<file path="config.mk">
export PLATFORM = sky130hd
export DESIGN_NAME = stp_ctrl_regs
export DESIGN_NICKNAME = d
export VERILOG_FILES = /design/src/stp_ctrl_regs.v /design/src/stp_cur_rom.v
export VERILOG_INCLUDE_DIRS = /design/src
export SDC_FILE = /design/constraint.sdc
export NUM_CORES = 1
export LEC_CHECK = 0
export BUFFER_PORTS_ARGS = -buffer_cell sky130_fd_sc_hd__buf_4
export CAP_MARGIN = 20
export CORE_MARGIN = 2
export CORE_UTILIZATION = 50
export CTS_CLUSTER_SIZE = 24
export DETAILED_ROUTE_END_ITERATION = 8
export HOLD_SLACK_MARGIN = 0.1
export PLACE_DENSITY = 0.74
export RECOVER_POWER = 50
export REMOVE_ABC_BUFFERS = 1
export SETUP_SLACK_MARGIN = 0.2
export SYNTH_ARGS = -nofsm -noshare
export SYNTH_HDL_FRONTEND = slang
export SYNTH_SLANG_ARGS = --single-unit
</file>
<file path="constraint.sdc">
create_clock -name clk -period 3.5 [get_ports clk]
set_clock_uncertainty 0.1 [all_clocks]
set_input_delay 0.7 -clock clk [delete_from_list [all_inputs] [get_ports clk]]
set_output_delay 0.7 -clock clk [all_outputs]
set_load 0.005 [all_outputs]
</file>
<file path="src/stp_map.vh">
// register map, field positions, reset values and timing constants of the control bank
`ifndef STP_MAP_VH
`define STP_MAP_VH

// ==========================================================
// register addresses
`define STP_ADDR_W 5
`define STP_ADDR_STEP_CUR 5'h01
`define STP_ADDR_DIR_PWM 5'h02
`define STP_ADDR_EN_SLP_SLA 5'h03

// ==========================================================
// reset values
`define STP_RST_STEP_CUR 8'h00
`define STP_RST_DIR_PWM 8'h00
`define STP_RST_EN_SLP_SLA 8'h00

// ==========================================================
// step_and_current_control fields
`define STP_STEP_MODE_HI 7
`define STP_STEP_MODE_LO 5
`define STP_CUR_HI 4
`define STP_CUR_LO 0

// ==========================================================
// direction_and_pwm_control fields
`define STP_DIR_INV_BIT 7
`define STP_EDGE_POL_BIT 6
`define STP_PWM_FREQ_BIT 3
`define STP_PWM_JIT_BIT 2
`define STP_SLOPE_HI 1
`define STP_SLOPE_LO 0
`define STP_DIR_PWM_MASK 8'hCF

// ==========================================================
// enable_sleep_loadangle_control fields
`define STP_MOT_EN_BIT 7
`define STP_SLEEP_BIT 6
`define STP_SLA_GAIN_BIT 5
`define STP_SLA_TRANSP_BIT 4
`define STP_EN_SLP_SLA_MASK 8'hF0

// ==========================================================
// serial frame
`define STP_FRAME_BITS 5'h10
`define STP_CMD_WRITE_BIT 7

// ==========================================================
// step modes
`define STP_SM_32 3'h0
`define STP_SM_16 3'h1
`define STP_SM_8 3'h2
`define STP_SM_4 3'h3
`define STP_SM_HALF_UNC 3'h4
`define STP_SM_HALF_CMP 3'h5
`define STP_SM_FULL 3'h6
`define STP_SM_RSVD 3'h7

// ==========================================================
// slopes in V/us per selector code
`define STP_SLOPE_0 8'h96
`define STP_SLOPE_1 8'h64
`define STP_SLOPE_2 8'h32
`define STP_SLOPE_3 8'h19

// ==========================================================
// timing
`define STP_CLK_HZ 125000000
`define STP_PWM_HZ 22800
`define STP_PWM_CYCLES (`STP_CLK_HZ / `STP_PWM_HZ)

`endif

</file>
<file path="src/stp_ctrl_regs.v">
// control register bank of the stepper driver with its serial slave port
// Behaviour
// - all control bits zero after reset, read/write
// - reg 01h: step mode 7:5, current 4:0
// - reg 02h: invert, edge, pwm freq, jitter, slope
// - reg 03h: enable, sleep, gain, transparency
// - current code selects peak current table
// - transparency bit zero means output transparent
// - gain bit selects 0.5 or 0.25
// - pwm at 22.8 kHz or 45.6 kHz
// - jitter bit enables jittered pwm period
// - sleep bit selects sleep or active mode
// - enable bit gates bridge drivers
// - direction pin xor invert bit sets rotation
// - polarity bit picks rising or falling step edge
// - slope code picks 150/100/50/25 V/us
// - step mode code decode, seven reserved
// - write commits only 16-bit frame at deselect
`timescale 1ns/100ps
`default_nettype none
`include "stp_map.vh"

module stp_ctrl_regs #(
  parameter PWM_CYCLES = `STP_PWM_CYCLES,
  parameter PWM_W = 13
) (
  // clock and reset
  input wire clk,
  input wire arst_n,
  // serial port
  input wire chipSelectLow_n,
  input wire serialClk,
  input wire serialIn,
  output reg serialOut,
  output reg serialOutOe,
  // motion pins
  input wire dirPin,
  input wire stepAdvanceInput,
  // step and current
  output reg [2:0] stepModeSelect,
  output reg stepModeReserved,
  output reg [5:0] microstepsPerFull,
  output reg compensatedHalf,
  output reg [4:0] currentAmplitudeCode,
  output wire [9:0] peakCoilCurrent,
  // motion
  output reg rotateCcw,
  output reg stepPulse,
  // pwm and slope
  output reg pwmDouble,
  output reg pwmJitter,
  output reg pwmTick,
  output reg [1:0] slopeSelector,
  output reg [7:0] slopeVoltsPerUs,
  // enables and load-angle output
  output reg bridgeEnable,
  output reg sleepMode,
  output reg slaGainQuarter,
  output reg slaTransparent
);

  // ==========================================================
  // registers
  reg [7:0] stepCurCtrl;
  reg [7:0] dirPwmCtrl;
  reg [7:0] enSlpSlaCtrl;

  // ==========================================================
  // serial receive and transmit
  reg sclkPrev;
  reg csPrev_n;
  reg [15:0] shiftIn;
  reg [4:0] bitCnt;
  reg cmdPhase;
  reg [4:0] lastAddr;
  reg [7:0] outShift;

  wire selected = !chipSelectLow_n;
  wire sclkRise = serialClk && !sclkPrev;
  wire sclkFall = !serialClk && sclkPrev;
  wire deselectEdge = chipSelectLow_n && !csPrev_n;
  wire byteDone = (bitCnt[2:0] == 3'h0) && (bitCnt != 5'h00);

  function [7:0] readMux;
    input [4:0] addr;
    begin
      case (addr)
        `STP_ADDR_STEP_CUR: readMux = stepCurCtrl;
        `STP_ADDR_DIR_PWM: readMux = dirPwmCtrl;
        `STP_ADDR_EN_SLP_SLA: readMux = enSlpSlaCtrl;
        default: readMux = 8'h00;
      endcase
    end
  endfunction

  always @(posedge clk or negedge arst_n) begin
    if (!arst_n) begin
      sclkPrev <= 1'b0;
      csPrev_n <= 1'b1;
      shiftIn <= 16'h0000;
      bitCnt <= 5'h00;
      cmdPhase <= 1'b1;
      lastAddr <= 5'h00;
      outShift <= 8'hFF;
      serialOut <= 1'b1;
      serialOutOe <= 1'b0;
    end else begin
      sclkPrev <= serialClk;
      csPrev_n <= chipSelectLow_n;
      if (!selected) begin
        bitCnt <= 5'h00;
        cmdPhase <= 1'b1;
      end else if (sclkRise) begin
        shiftIn <= {shiftIn[14:0], serialIn};
        // saturate so any longer frame never looks like 16 bits
        if (bitCnt != 5'h1F) begin
          bitCnt <= bitCnt + 5'h01;
        end
      end else if (sclkFall) begin
        if (byteDone) begin
          if (cmdPhase) begin
            lastAddr <= shiftIn[4:0];
            cmdPhase <= !shiftIn[`STP_CMD_WRITE_BIT];
            outShift <= readMux(shiftIn[4:0]);
          end else begin
            cmdPhase <= 1'b1;
            outShift <= readMux(lastAddr);
          end
        end else begin
          outShift <= {outShift[6:0], 1'b1};
        end
      end
      // open drain: only ever pull low
      serialOut <= 1'b0;
      serialOutOe <= selected && !outShift[7];
    end
  end

  // ==========================================================
  // register writes
  wire frameWrite = deselectEdge && (bitCnt == `STP_FRAME_BITS)
                    && shiftIn[8 + `STP_CMD_WRITE_BIT];
  wire [4:0] frameAddr = shiftIn[12:8];

  always @(posedge clk or negedge arst_n) begin
    if (!arst_n) begin
      stepCurCtrl <= `STP_RST_STEP_CUR;
      dirPwmCtrl <= `STP_RST_DIR_PWM;
      enSlpSlaCtrl <= `STP_RST_EN_SLP_SLA;
    end else if (frameWrite) begin
      case (frameAddr)
        `STP_ADDR_STEP_CUR: stepCurCtrl <= shiftIn[7:0];
        `STP_ADDR_DIR_PWM: dirPwmCtrl <= shiftIn[7:0] & `STP_DIR_PWM_MASK;
        `STP_ADDR_EN_SLP_SLA: enSlpSlaCtrl <= shiftIn[7:0] & `STP_EN_SLP_SLA_MASK;
        default: stepCurCtrl <= stepCurCtrl;
      endcase
    end
  end

  // ==========================================================
  // field decode
  wire [2:0] smField = stepCurCtrl[`STP_STEP_MODE_HI:`STP_STEP_MODE_LO];
  wire [1:0] slField = dirPwmCtrl[`STP_SLOPE_HI:`STP_SLOPE_LO];
  wire sleepBit = enSlpSlaCtrl[`STP_SLEEP_BIT];

  stp_cur_rom u_cur_rom (
    .clk(clk),
    .arst_n(arst_n),
    .code(stepCurCtrl[`STP_CUR_HI:`STP_CUR_LO]),
    .milliAmps(peakCoilCurrent)
  );

  always @(posedge clk or negedge arst_n) begin
    if (!arst_n) begin
      stepModeSelect <= 3'h0;
      stepModeReserved <= 1'b0;
      microstepsPerFull <= 6'h20;
      compensatedHalf <= 1'b0;
      currentAmplitudeCode <= 5'h00;
      slopeSelector <= 2'h0;
      slopeVoltsPerUs <= `STP_SLOPE_0;
      pwmDouble <= 1'b0;
      pwmJitter <= 1'b0;
      bridgeEnable <= 1'b0;
      sleepMode <= 1'b0;
      slaGainQuarter <= 1'b0;
      slaTransparent <= 1'b1;
      rotateCcw <= 1'b0;
    end else begin
      stepModeSelect <= smField;
      currentAmplitudeCode <= stepCurCtrl[`STP_CUR_HI:`STP_CUR_LO];
      stepModeReserved <= (smField == `STP_SM_RSVD);
      compensatedHalf <= (smField == `STP_SM_HALF_CMP);
      case (smField)
        `STP_SM_32: microstepsPerFull <= 6'h20;
        `STP_SM_16: microstepsPerFull <= 6'h10;
        `STP_SM_8: microstepsPerFull <= 6'h08;
        `STP_SM_4: microstepsPerFull <= 6'h04;
        `STP_SM_HALF_UNC: microstepsPerFull <= 6'h02;
        `STP_SM_HALF_CMP: microstepsPerFull <= 6'h02;
        `STP_SM_FULL: microstepsPerFull <= 6'h01;
        default: microstepsPerFull <= 6'h00;
      endcase
      slopeSelector <= slField;
      case (slField)
        2'h0: slopeVoltsPerUs <= `STP_SLOPE_0;
        2'h1: slopeVoltsPerUs <= `STP_SLOPE_1;
        2'h2: slopeVoltsPerUs <= `STP_SLOPE_2;
        default: slopeVoltsPerUs <= `STP_SLOPE_3;
      endcase
      pwmDouble <= dirPwmCtrl[`STP_PWM_FREQ_BIT];
      pwmJitter <= dirPwmCtrl[`STP_PWM_JIT_BIT];
      bridgeEnable <= enSlpSlaCtrl[`STP_MOT_EN_BIT];
      sleepMode <= sleepBit;
      slaGainQuarter <= enSlpSlaCtrl[`STP_SLA_GAIN_BIT];
      slaTransparent <= !enSlpSlaCtrl[`STP_SLA_TRANSP_BIT];
      rotateCcw <= dirPin ^ dirPwmCtrl[`STP_DIR_INV_BIT];
    end
  end

  // ==========================================================
  // step edge detect
  reg stepPrev;

  always @(posedge clk or negedge arst_n) begin
    if (!arst_n) begin
      stepPrev <= 1'b0;
      stepPulse <= 1'b0;
    end else begin
      stepPrev <= stepAdvanceInput;
      // step input is forbidden while asleep, so edges are dropped
      if (dirPwmCtrl[`STP_EDGE_POL_BIT]) begin
        stepPulse <= !sleepBit && stepPrev && !stepAdvanceInput;
      end else begin
        stepPulse <= !sleepBit && !stepPrev && stepAdvanceInput;
      end
    end
  end

  // ==========================================================
  // pwm period divider
  localparam [PWM_W-1:0] PWM_FULL = PWM_CYCLES[PWM_W-1:0];
  localparam [PWM_W-1:0] PWM_HALF = PWM_CYCLES[PWM_W:1];

  reg [PWM_W-1:0] pwmCnt;
  reg [7:0] lfsr;
  wire [PWM_W-1:0] pwmBase = dirPwmCtrl[`STP_PWM_FREQ_BIT] ? PWM_HALF : PWM_FULL;
  // jitter only lengthens the period by up to 15 cycles, mean shifts slightly
  wire [PWM_W-1:0] pwmJit = dirPwmCtrl[`STP_PWM_JIT_BIT] ?
                            {{(PWM_W-4){1'b0}}, lfsr[3:0]} : {PWM_W{1'b0}};
  wire [PWM_W-1:0] pwmLast = pwmBase + pwmJit - {{(PWM_W-1){1'b0}}, 1'b1};

  always @(posedge clk or negedge arst_n) begin
    if (!arst_n) begin
      pwmCnt <= {PWM_W{1'b0}};
      lfsr <= 8'h01;
      pwmTick <= 1'b0;
    end else if (sleepBit) begin
      pwmCnt <= {PWM_W{1'b0}};
      pwmTick <= 1'b0;
    end else if (pwmCnt >= pwmLast) begin
      pwmCnt <= {PWM_W{1'b0}};
      pwmTick <= 1'b1;
      lfsr <= {lfsr[6:0], lfsr[7] ^ lfsr[5] ^ lfsr[4] ^ lfsr[3]};
    end else begin
      pwmCnt <= pwmCnt + {{(PWM_W-1){1'b0}}, 1'b1};
      pwmTick <= 1'b0;
    end
  end

endmodule
`default_nettype wire

</file>
<file path="src/stp_cur_rom.v">
// peak coil current table, code to milliamps, registered read
`timescale 1ns/100ps
`default_nettype none

module stp_cur_rom (
  // clock and reset
  input wire clk,
  input wire arst_n,
  // lookup
  input wire [4:0] code,
  output reg [9:0] milliAmps
);

  // ==========================================================
  // table
  always @(posedge clk or negedge arst_n) begin
    if (!arst_n) begin
      milliAmps <= 10'h00F;
    end else begin
      case (code)
        5'h00: milliAmps <= 10'h00F;
        5'h01: milliAmps <= 10'h01E;
        5'h02: milliAmps <= 10'h02D;
        5'h03: milliAmps <= 10'h032;
        5'h04: milliAmps <= 10'h037;
        5'h05: milliAmps <= 10'h03D;
        5'h06: milliAmps <= 10'h043;
        5'h07: milliAmps <= 10'h04A;
        5'h08: milliAmps <= 10'h052;
        5'h09: milliAmps <= 10'h05B;
        5'h0A: milliAmps <= 10'h064;
        5'h0B: milliAmps <= 10'h06E;
        5'h0C: milliAmps <= 10'h07A;
        5'h0D: milliAmps <= 10'h087;
        5'h0E: milliAmps <= 10'h095;
        5'h0F: milliAmps <= 10'h0A4;
        5'h10: milliAmps <= 10'h0B5;
        5'h11: milliAmps <= 10'h0C8;
        5'h12: milliAmps <= 10'h0DD;
        5'h13: milliAmps <= 10'h0F4;
        5'h14: milliAmps <= 10'h10D;
        5'h15: milliAmps <= 10'h129;
        5'h16: milliAmps <= 10'h148;
        5'h17: milliAmps <= 10'h16A;
        5'h18: milliAmps <= 10'h190;
        5'h19: milliAmps <= 10'h1B9;
        5'h1A: milliAmps <= 10'h1E7;
        5'h1B: milliAmps <= 10'h21A;
        5'h1C: milliAmps <= 10'h252;
        5'h1D: milliAmps <= 10'h290;
        5'h1E: milliAmps <= 10'h2D4;
        default: milliAmps <= 10'h320;
      endcase
    end
  end

endmodule
`default_nettype wire

</file>
======== Word level (Yosys, flattened, before mapping) ========
Memories as Yosys holds them, arrays and structs flattened. A register that Yosys moved wholly into a read port is not among the register bits.
Index checks and enable logic that the tools add are counted.
W data, S select, Z words.
word-level totals
  register bits ........................... 114
  bits in read-only memories .............. 320
  input bits .............................. 7
  output and inout port bits .............. 47
  memories kept ........................... 1
memory list
  name             words  width  rd ports  clocked after Yosys merged registers in  wr ports  line              source
  (no name shown)  32     10     1         1                                        0         stp_cur_rom.v:20  case (code)
cells by class
  add/sub/neg operators ................... 4
  order comparisons ....................... 1
  equality and inequality tests ........... 21
  muxes and demuxes ....................... 21
  bitwise operators ....................... 7
  reductions and logical operators ........ 40
operator list
  kind                     count
  $pmux W8 S3              3
  $mux W13                 3
  $pmux W6 S6              1
  $eq A5 B2 Y1 const B     6
  $mux W8                  2
  $eq A5 B1 Y1 const B     3
  $mux W5                  3
  $add A13 B1 Y13 const B  1
  $add A13 B4 Y13          1
  $ge A13 B13 Y1           1
  $sub A13 B1 Y13 const B  1
  $eq A3 B3 Y1 const B     4
  $reduce_and A2 Y1        6
  $logic_and A1 B1 Y1      11
  $logic_not A1 Y1         11
  $mux W1                  8
  $reduce_bool A2 Y1       4
  $eq A3 B2 Y1 const B     2
  $logic_not A3 Y1         2
  $reduce_and A3 Y1        2
  $add A5 B1 Y5 const B    1
  $eq A5 B5 Y1 const B     1
  $ne A5 B5 Y1 const B     1
  $reduce_and A5 Y1        1
  10 further kinds         15

======== Depth between registers and ports, before layout ========
  depth in word-level cells ............... 6
  gate-level depth with buffers ........... 15

======== Modules after synthesis ========
Synthesis repeated with hierarchy kept, for this count alone.
second synthesis, totals
  cells, all modules ...................... 498
  area, all modules ....................... 5,957.0 µm²
by module, submodules not included
  module         times used  cells each  area each (µm²)
  stp_ctrl_regs  1           412         5,126.2
  stp_cur_rom    1           86          830.8

======== Worst setup path after synthesis ========
No wires, ideal clock.
  kind .................................... reg-to-reg
  start point ............................. register dirPwmCtrl[3]
  end point ............................... register pwmCnt[10]
  arrival ................................. 3.221 ns
  required time ........................... 3.328 ns
  setup slack ............................. 0.106 ns
  cell stages (with the launch flop) ...... 16
  buffers on the path ..................... 1
  clock period less this slack ............ 3.394 ns
  path through ............................ dfrtp_1 -> inv_1 -> ha_1 -> inv_1 -> ha_1 -> a21o_1 -> a21o_1 -> nand2_1 -> xnor2_1 -> ha_1 -> a41o_1 -> a21oi_1 -> a2bb2oi_1 -> nand3b_1 -> clkbuf_1 -> nor2_1
on the way
  longest elaborated chain between the ends .. 6
RTL lines
  element                   line                 source
  start: declaration        stp_ctrl_regs.v:65   reg [7:0] dirPwmCtrl;
  start signal: assignment  stp_ctrl_regs.v:148  dirPwmCtrl <= `STP_RST_DIR_PWM;
  start signal: assignment  stp_ctrl_regs.v:153  `STP_ADDR_DIR_PWM: dirPwmCtrl <= shiftIn[7:0] & `STP_DIR_PWM_MASK;
  $mux W13                  stp_ctrl_regs.v:247  wire [PWM_W-1:0] pwmBase = dirPwmCtrl[`STP_PWM_FREQ_BIT] ? PWM_HALF : PWM_FULL;
  $add A13 B4 Y13           stp_ctrl_regs.v:251  wire [PWM_W-1:0] pwmLast = pwmBase + pwmJit - {{(PWM_W-1){1'b0}}, 1'b1};
  $sub A13 B1 Y13           stp_ctrl_regs.v:251
  $ge A13 B13 Y1            stp_ctrl_regs.v:261  end else if (pwmCnt >= pwmLast) begin
  $mux W13                  stp_ctrl_regs.v:261
  $mux W13                  stp_ctrl_regs.v:258  end else if (sleepBit) begin
  end signal: assignment    stp_ctrl_regs.v:255  pwmCnt <= {PWM_W{1'b0}};
  end signal: assignment    stp_ctrl_regs.v:259  pwmCnt <= {PWM_W{1'b0}};
  end signal: assignment    stp_ctrl_regs.v:262  pwmCnt <= {PWM_W{1'b0}};
  end: declaration          stp_ctrl_regs.v:245  reg [PWM_W-1:0] pwmCnt;
No other way between the ends.
A chain may end at the register's enable or synchronous reset.

======== Worst setup path in the final report ========
  start point ............................. register dirPwmCtrl[2]
  end point ............................... register lfsr[4]
on the way
  longest elaborated chain between the ends .. 5
RTL lines
  element                             line                 source
  $mux W4                             stp_ctrl_regs.v:249  wire [PWM_W-1:0] pwmJit = dirPwmCtrl[`STP_PWM_JIT_BIT] ?
  $add A13 B4 Y13                     stp_ctrl_regs.v:251
  $sub A13 B1 Y13                     stp_ctrl_regs.v:251
  $ge A13 B13 Y1                      stp_ctrl_regs.v:261
  $reduce_and A2 Y1 (no source line)  --
  end signal: assignment              stp_ctrl_regs.v:264  lfsr <= {lfsr[6:0], lfsr[7] ^ lfsr[5] ^ lfsr[4] ^ lfsr[3]};
  end: declaration                    stp_ctrl_regs.v:246  reg [7:0] lfsr;
No other way between the ends.

==> metrics <==
via count 4024; mean routed wirelength per cell 15.91 µm; sequential area share after synthesis 52.79%; Tmin final 3.336 ns; Root Driver clkbuf_16; worst path required time 3.70 ns; Max VDD drop 0.0003037 V; Synth Cell Area 5883 µm²; fmax 299.7 MHz; CTS Hold Bufs 0; post-synth top area cell dfrtp_1; CORE AREA 11470 µm²; worst-case clock buffer depth 2; Slowest cell on crit path dfrtp_1; DP Area 6434 µm²; GRT Total Usage 19.80%; Crit. End Element flip-flop; CTS tree done; largest family of logic cells by synthesized area multiplexers; compound-cell area share of the yosys netlist 8.869%; global route overflow 0; Max H-tree Level 4; HP Class flip-flop to flip-flop; Tcrit/Tclk final 95.32%; post-synthesis mux area share 11.91%; CP arrival 3.54 ns; Ports 54; DRC 0; initial antenna violation count 0; #FFs+latches synth 123; outcome complete, but fails checks; Syn Area/Cell 11.40 µm²; reg2reg setup slack 0.16 ns; Detail Route Antenna Nets 0; fill count 895; die area 12650 µm²; final hold vios 0; Post-Synth Simple-Gate Area 11.34%; antenna cells 0; Yosys warnings 0; clk_lat worst skew 0.42 ns; Slew HR -14.66%; Lkg Pwr 3.432 nW; initial DRC count 152; crit-path cells nand2_1 > ha_1 > inv_1 > ha_2 > fa_2 > buf_4 > xnor2_1 > ha_1 > nand3_1 > o221ai_1 > a2bb2oi_4 > a21oi_4 > mux2_2; largest net degree at the start of global routing 65; Top cell by count, worst path ha_1; setup TNS 0 ns; Final Net Count 619; Final setup viols 0; Layout area overhead 20.99%; Slew Limit Fails 35; first-pass GRT wire length 19740 µm; Pwr Density 503.0 nW/µm²; Netlist cell types 52; initial core utilization 51.30%; Final HPWL DP 7702 µm; dominant cells by area after synthesis dfrtp_1, dfstp_2, mux2_2; Startpoint Class flip-flop; Worst Tran Pin Value 1.720 ns; Tot Pwr 3.581 mW; failing checks capacitance limit, slew limit; routability-driven placement congestion ratio 0.8270; Avg Vias per Cell 5.512; hold_ws 0.3254 ns; Worst path max stage delay 0.38 ns; post-route design area 7118 µm²; Max-Cap Viols 1; Mapped Cells 516; share of synthesized registers carrying an async set or reset 100.0%; multi-input logic area 2675 µm²; IO Port Bufs 53; Seq. cell area 3105 µm²; most common flop cell mapped by yosys dfrtp_1; Post-Synth XOR/XNOR Area 3.424%; ratio of cells with drive above 1 in the final layout 30.83%; clk sinks 123; DIE WIDTH 112.5 µm; Clock Pin Slew Worst Setup and Hold Paths 0.06 ns; final WL 11620 µm; Synth Area in Adders 8.209%; RSZ-0062 raised after global routing true; row count 39; crit-path max FO 5; Post-synth EDFFs 0; area share of the largest cell type after synthesis 42.96%; drt first pass iters 4; Die Ht 112.5 µm; TritonCTS buffer count 17; via count of the first global-routing pass 4117; WS Path Type flip-flop to flip-flop
## cell usage after synthesis, drive strengths merged, types with 2 or more instances
library cell and number:
dfrtp 101, mux2 48, nor2 41, ha 37, nand2 37, o21ai 27
inv 25, dfstp 22, a21oi 19, clkbuf 19, mux2i 16, xor2 14
a22oi 13, nand3 10, nor2b 10, xnor2 9, o22ai 8, and3 7
buf 6, nor3 5, a211oi 3, a21o 3, nand2b 3, nand4 3
nor3b 3, and2 2, nand3b 2, nor4 2, o211ai 2, or2 2
or3 2
## metrics by stage
stage / utilization, % / instances / setup slack (ns)
6_report: 62.07 / 730 / 0.1638
5_1_grt: 62.07 / 730 / 0.06438
4_1_cts: 61.79 / 729 / 0.2092
3_5_place_dp: 56.10 / 696 / 0.06266
3_3_place_gp: 56.10 / 696 / 0.1956
2_1_floorplan: - / 491 / 0.1138
## worst max-delay path, delay by kind of cell (launching register included)
kind / cells / cell delay, ns
buffers and inverters: 2 / 0.19
muxes: 1 / 0.37
AOI/OAI and AO/OA: 3 / 0.71
and+or+nand+nor: 2 / 0.18
xor gates and xnor gates: 1 / 0.16
adders and majority gates: 4 / 1.12
DFF: 1 / 0.38
## area by class of cell
class / count / area share (%)
Sequential cell: 123 / 43.63
Multi-Input combinational cell: 344 / 37.58
Clock buffer: 21 / 6.609
Timing Repair Buffer: 63 / 6.346
Tap cell: 143 / 2.514
Clock inverter: 11 / 2.004
Inverter: 25 / 1.318
## power breakdown
part	leakage, nW	internal (mW)	switching [mW]	total (mW)
combinational	1.55	0.0858	0.0961	0.182
clock	0.299	1.17	0.618	1.79
sequential	1.58	1.52	0.0934	1.61
total	3.43	2.77	0.807	3.58
## final timing paths
kind | cells past startpoint | start | to
worst max-delay path | 13 | dirPwmCtrl[2] | lfsr[4]
worst min-delay path | 0 | enSlpSlaCtrl[7] | bridgeEnable
worst max register to register | 13 | dirPwmCtrl[2] | lfsr[4]
worst min register to register | 0 | enSlpSlaCtrl[7] | bridgeEnable
max in group asynchronous | 2 | arst_n | lastAddr[3]
min in group asynchronous | 1 | arst_n | pwmCnt[6]
## what timing repair did
| item | 4_1_cts | 5_1_grt |
|---|---|---|
| resized for setup | 6 | 12 |
| setup buffers | 0 | 1 |
| gates cloned | 1 | 0 |
| pin swaps | 2 | 4 |
| setup endpoints to repair | 8 | 21 |
## cells by family after synthesis
logic type	count (synthesis)
DFF	123
muxes	64
xor gates and xnor gates	23
buffers and inverters	50
adders and majority gates	38
other	1
and+or+nand+nor	135
AOI/OAI and AO/OA	82
## state kept, by name, indices dropped and copies added (netlist names), 4 cells and up
| name | cells |
|---|---|
| shiftIn | 16 |
| pwmCnt | 13 |
| u_cur_rom.milliAmps | 10 |
| lfsr | 8 |
| outShift | 8 |
| stepCurCtrl | 8 |
| slopeVoltsPerUs | 7 |
| dirPwmCtrl | 6 |
| microstepsPerFull | 6 |
| bitCnt | 5 |
| currentAmplitudeCode | 5 |
| lastAddr | 5 |
| enSlpSlaCtrl | 4 |
## layer usage
| layer | routed length (µm) | track usage (%) | vias to the layer above |
|---|---|---|---|
| li1 | - | - | 1908 |
| met1 | 5300 | 26.19 | 2007 |
| met2 | 5646 | 31.20 | 85 |
| met3 | 432 | 4.968 | 24 |
| met4 | 238 | 8.618 | 0 |
| met5 | 0 | 0 | - |
## placed cells by master, fill, tap and decap left out, types with 3 or more instances in the layout
master | netlist | final
ha_1 | 37 | 34
a21o_1 | 3 | 3
inv_1 | 25 | 23
a22oi_1 | 13 | 12
nand2_1 | 37 | 36
buf_4 | 2 | 56
xnor2_1 | 9 | 8
mux2_2 | 48 | 47
a21oi_1 | 18 | 17
clkbuf_8 | 0 | 3
nand3_1 | 10 | 10
clkinv_2 | 0 | 4
a211oi_1 | 3 | 3
clkbuf_1 | 19 | 6
and3_1 | 7 | 7
xor2_1 | 14 | 14
nor3b_1 | 3 | 3
clkbuf_16 | 0 | 17
mux2i_1 | 16 | 16
nor2b_1 | 10 | 10
nand2b_1 | 3 | 3
nand4_1 | 3 | 3
dfrtp_1 | 101 | 101
bufinv_16 | 0 | 3
dfstp_2 | 22 | 22
o22ai_1 | 8 | 8
o21ai_0 | 25 | 23
nor2_1 | 40 | 40
Power figures use the tool's default switching activity.
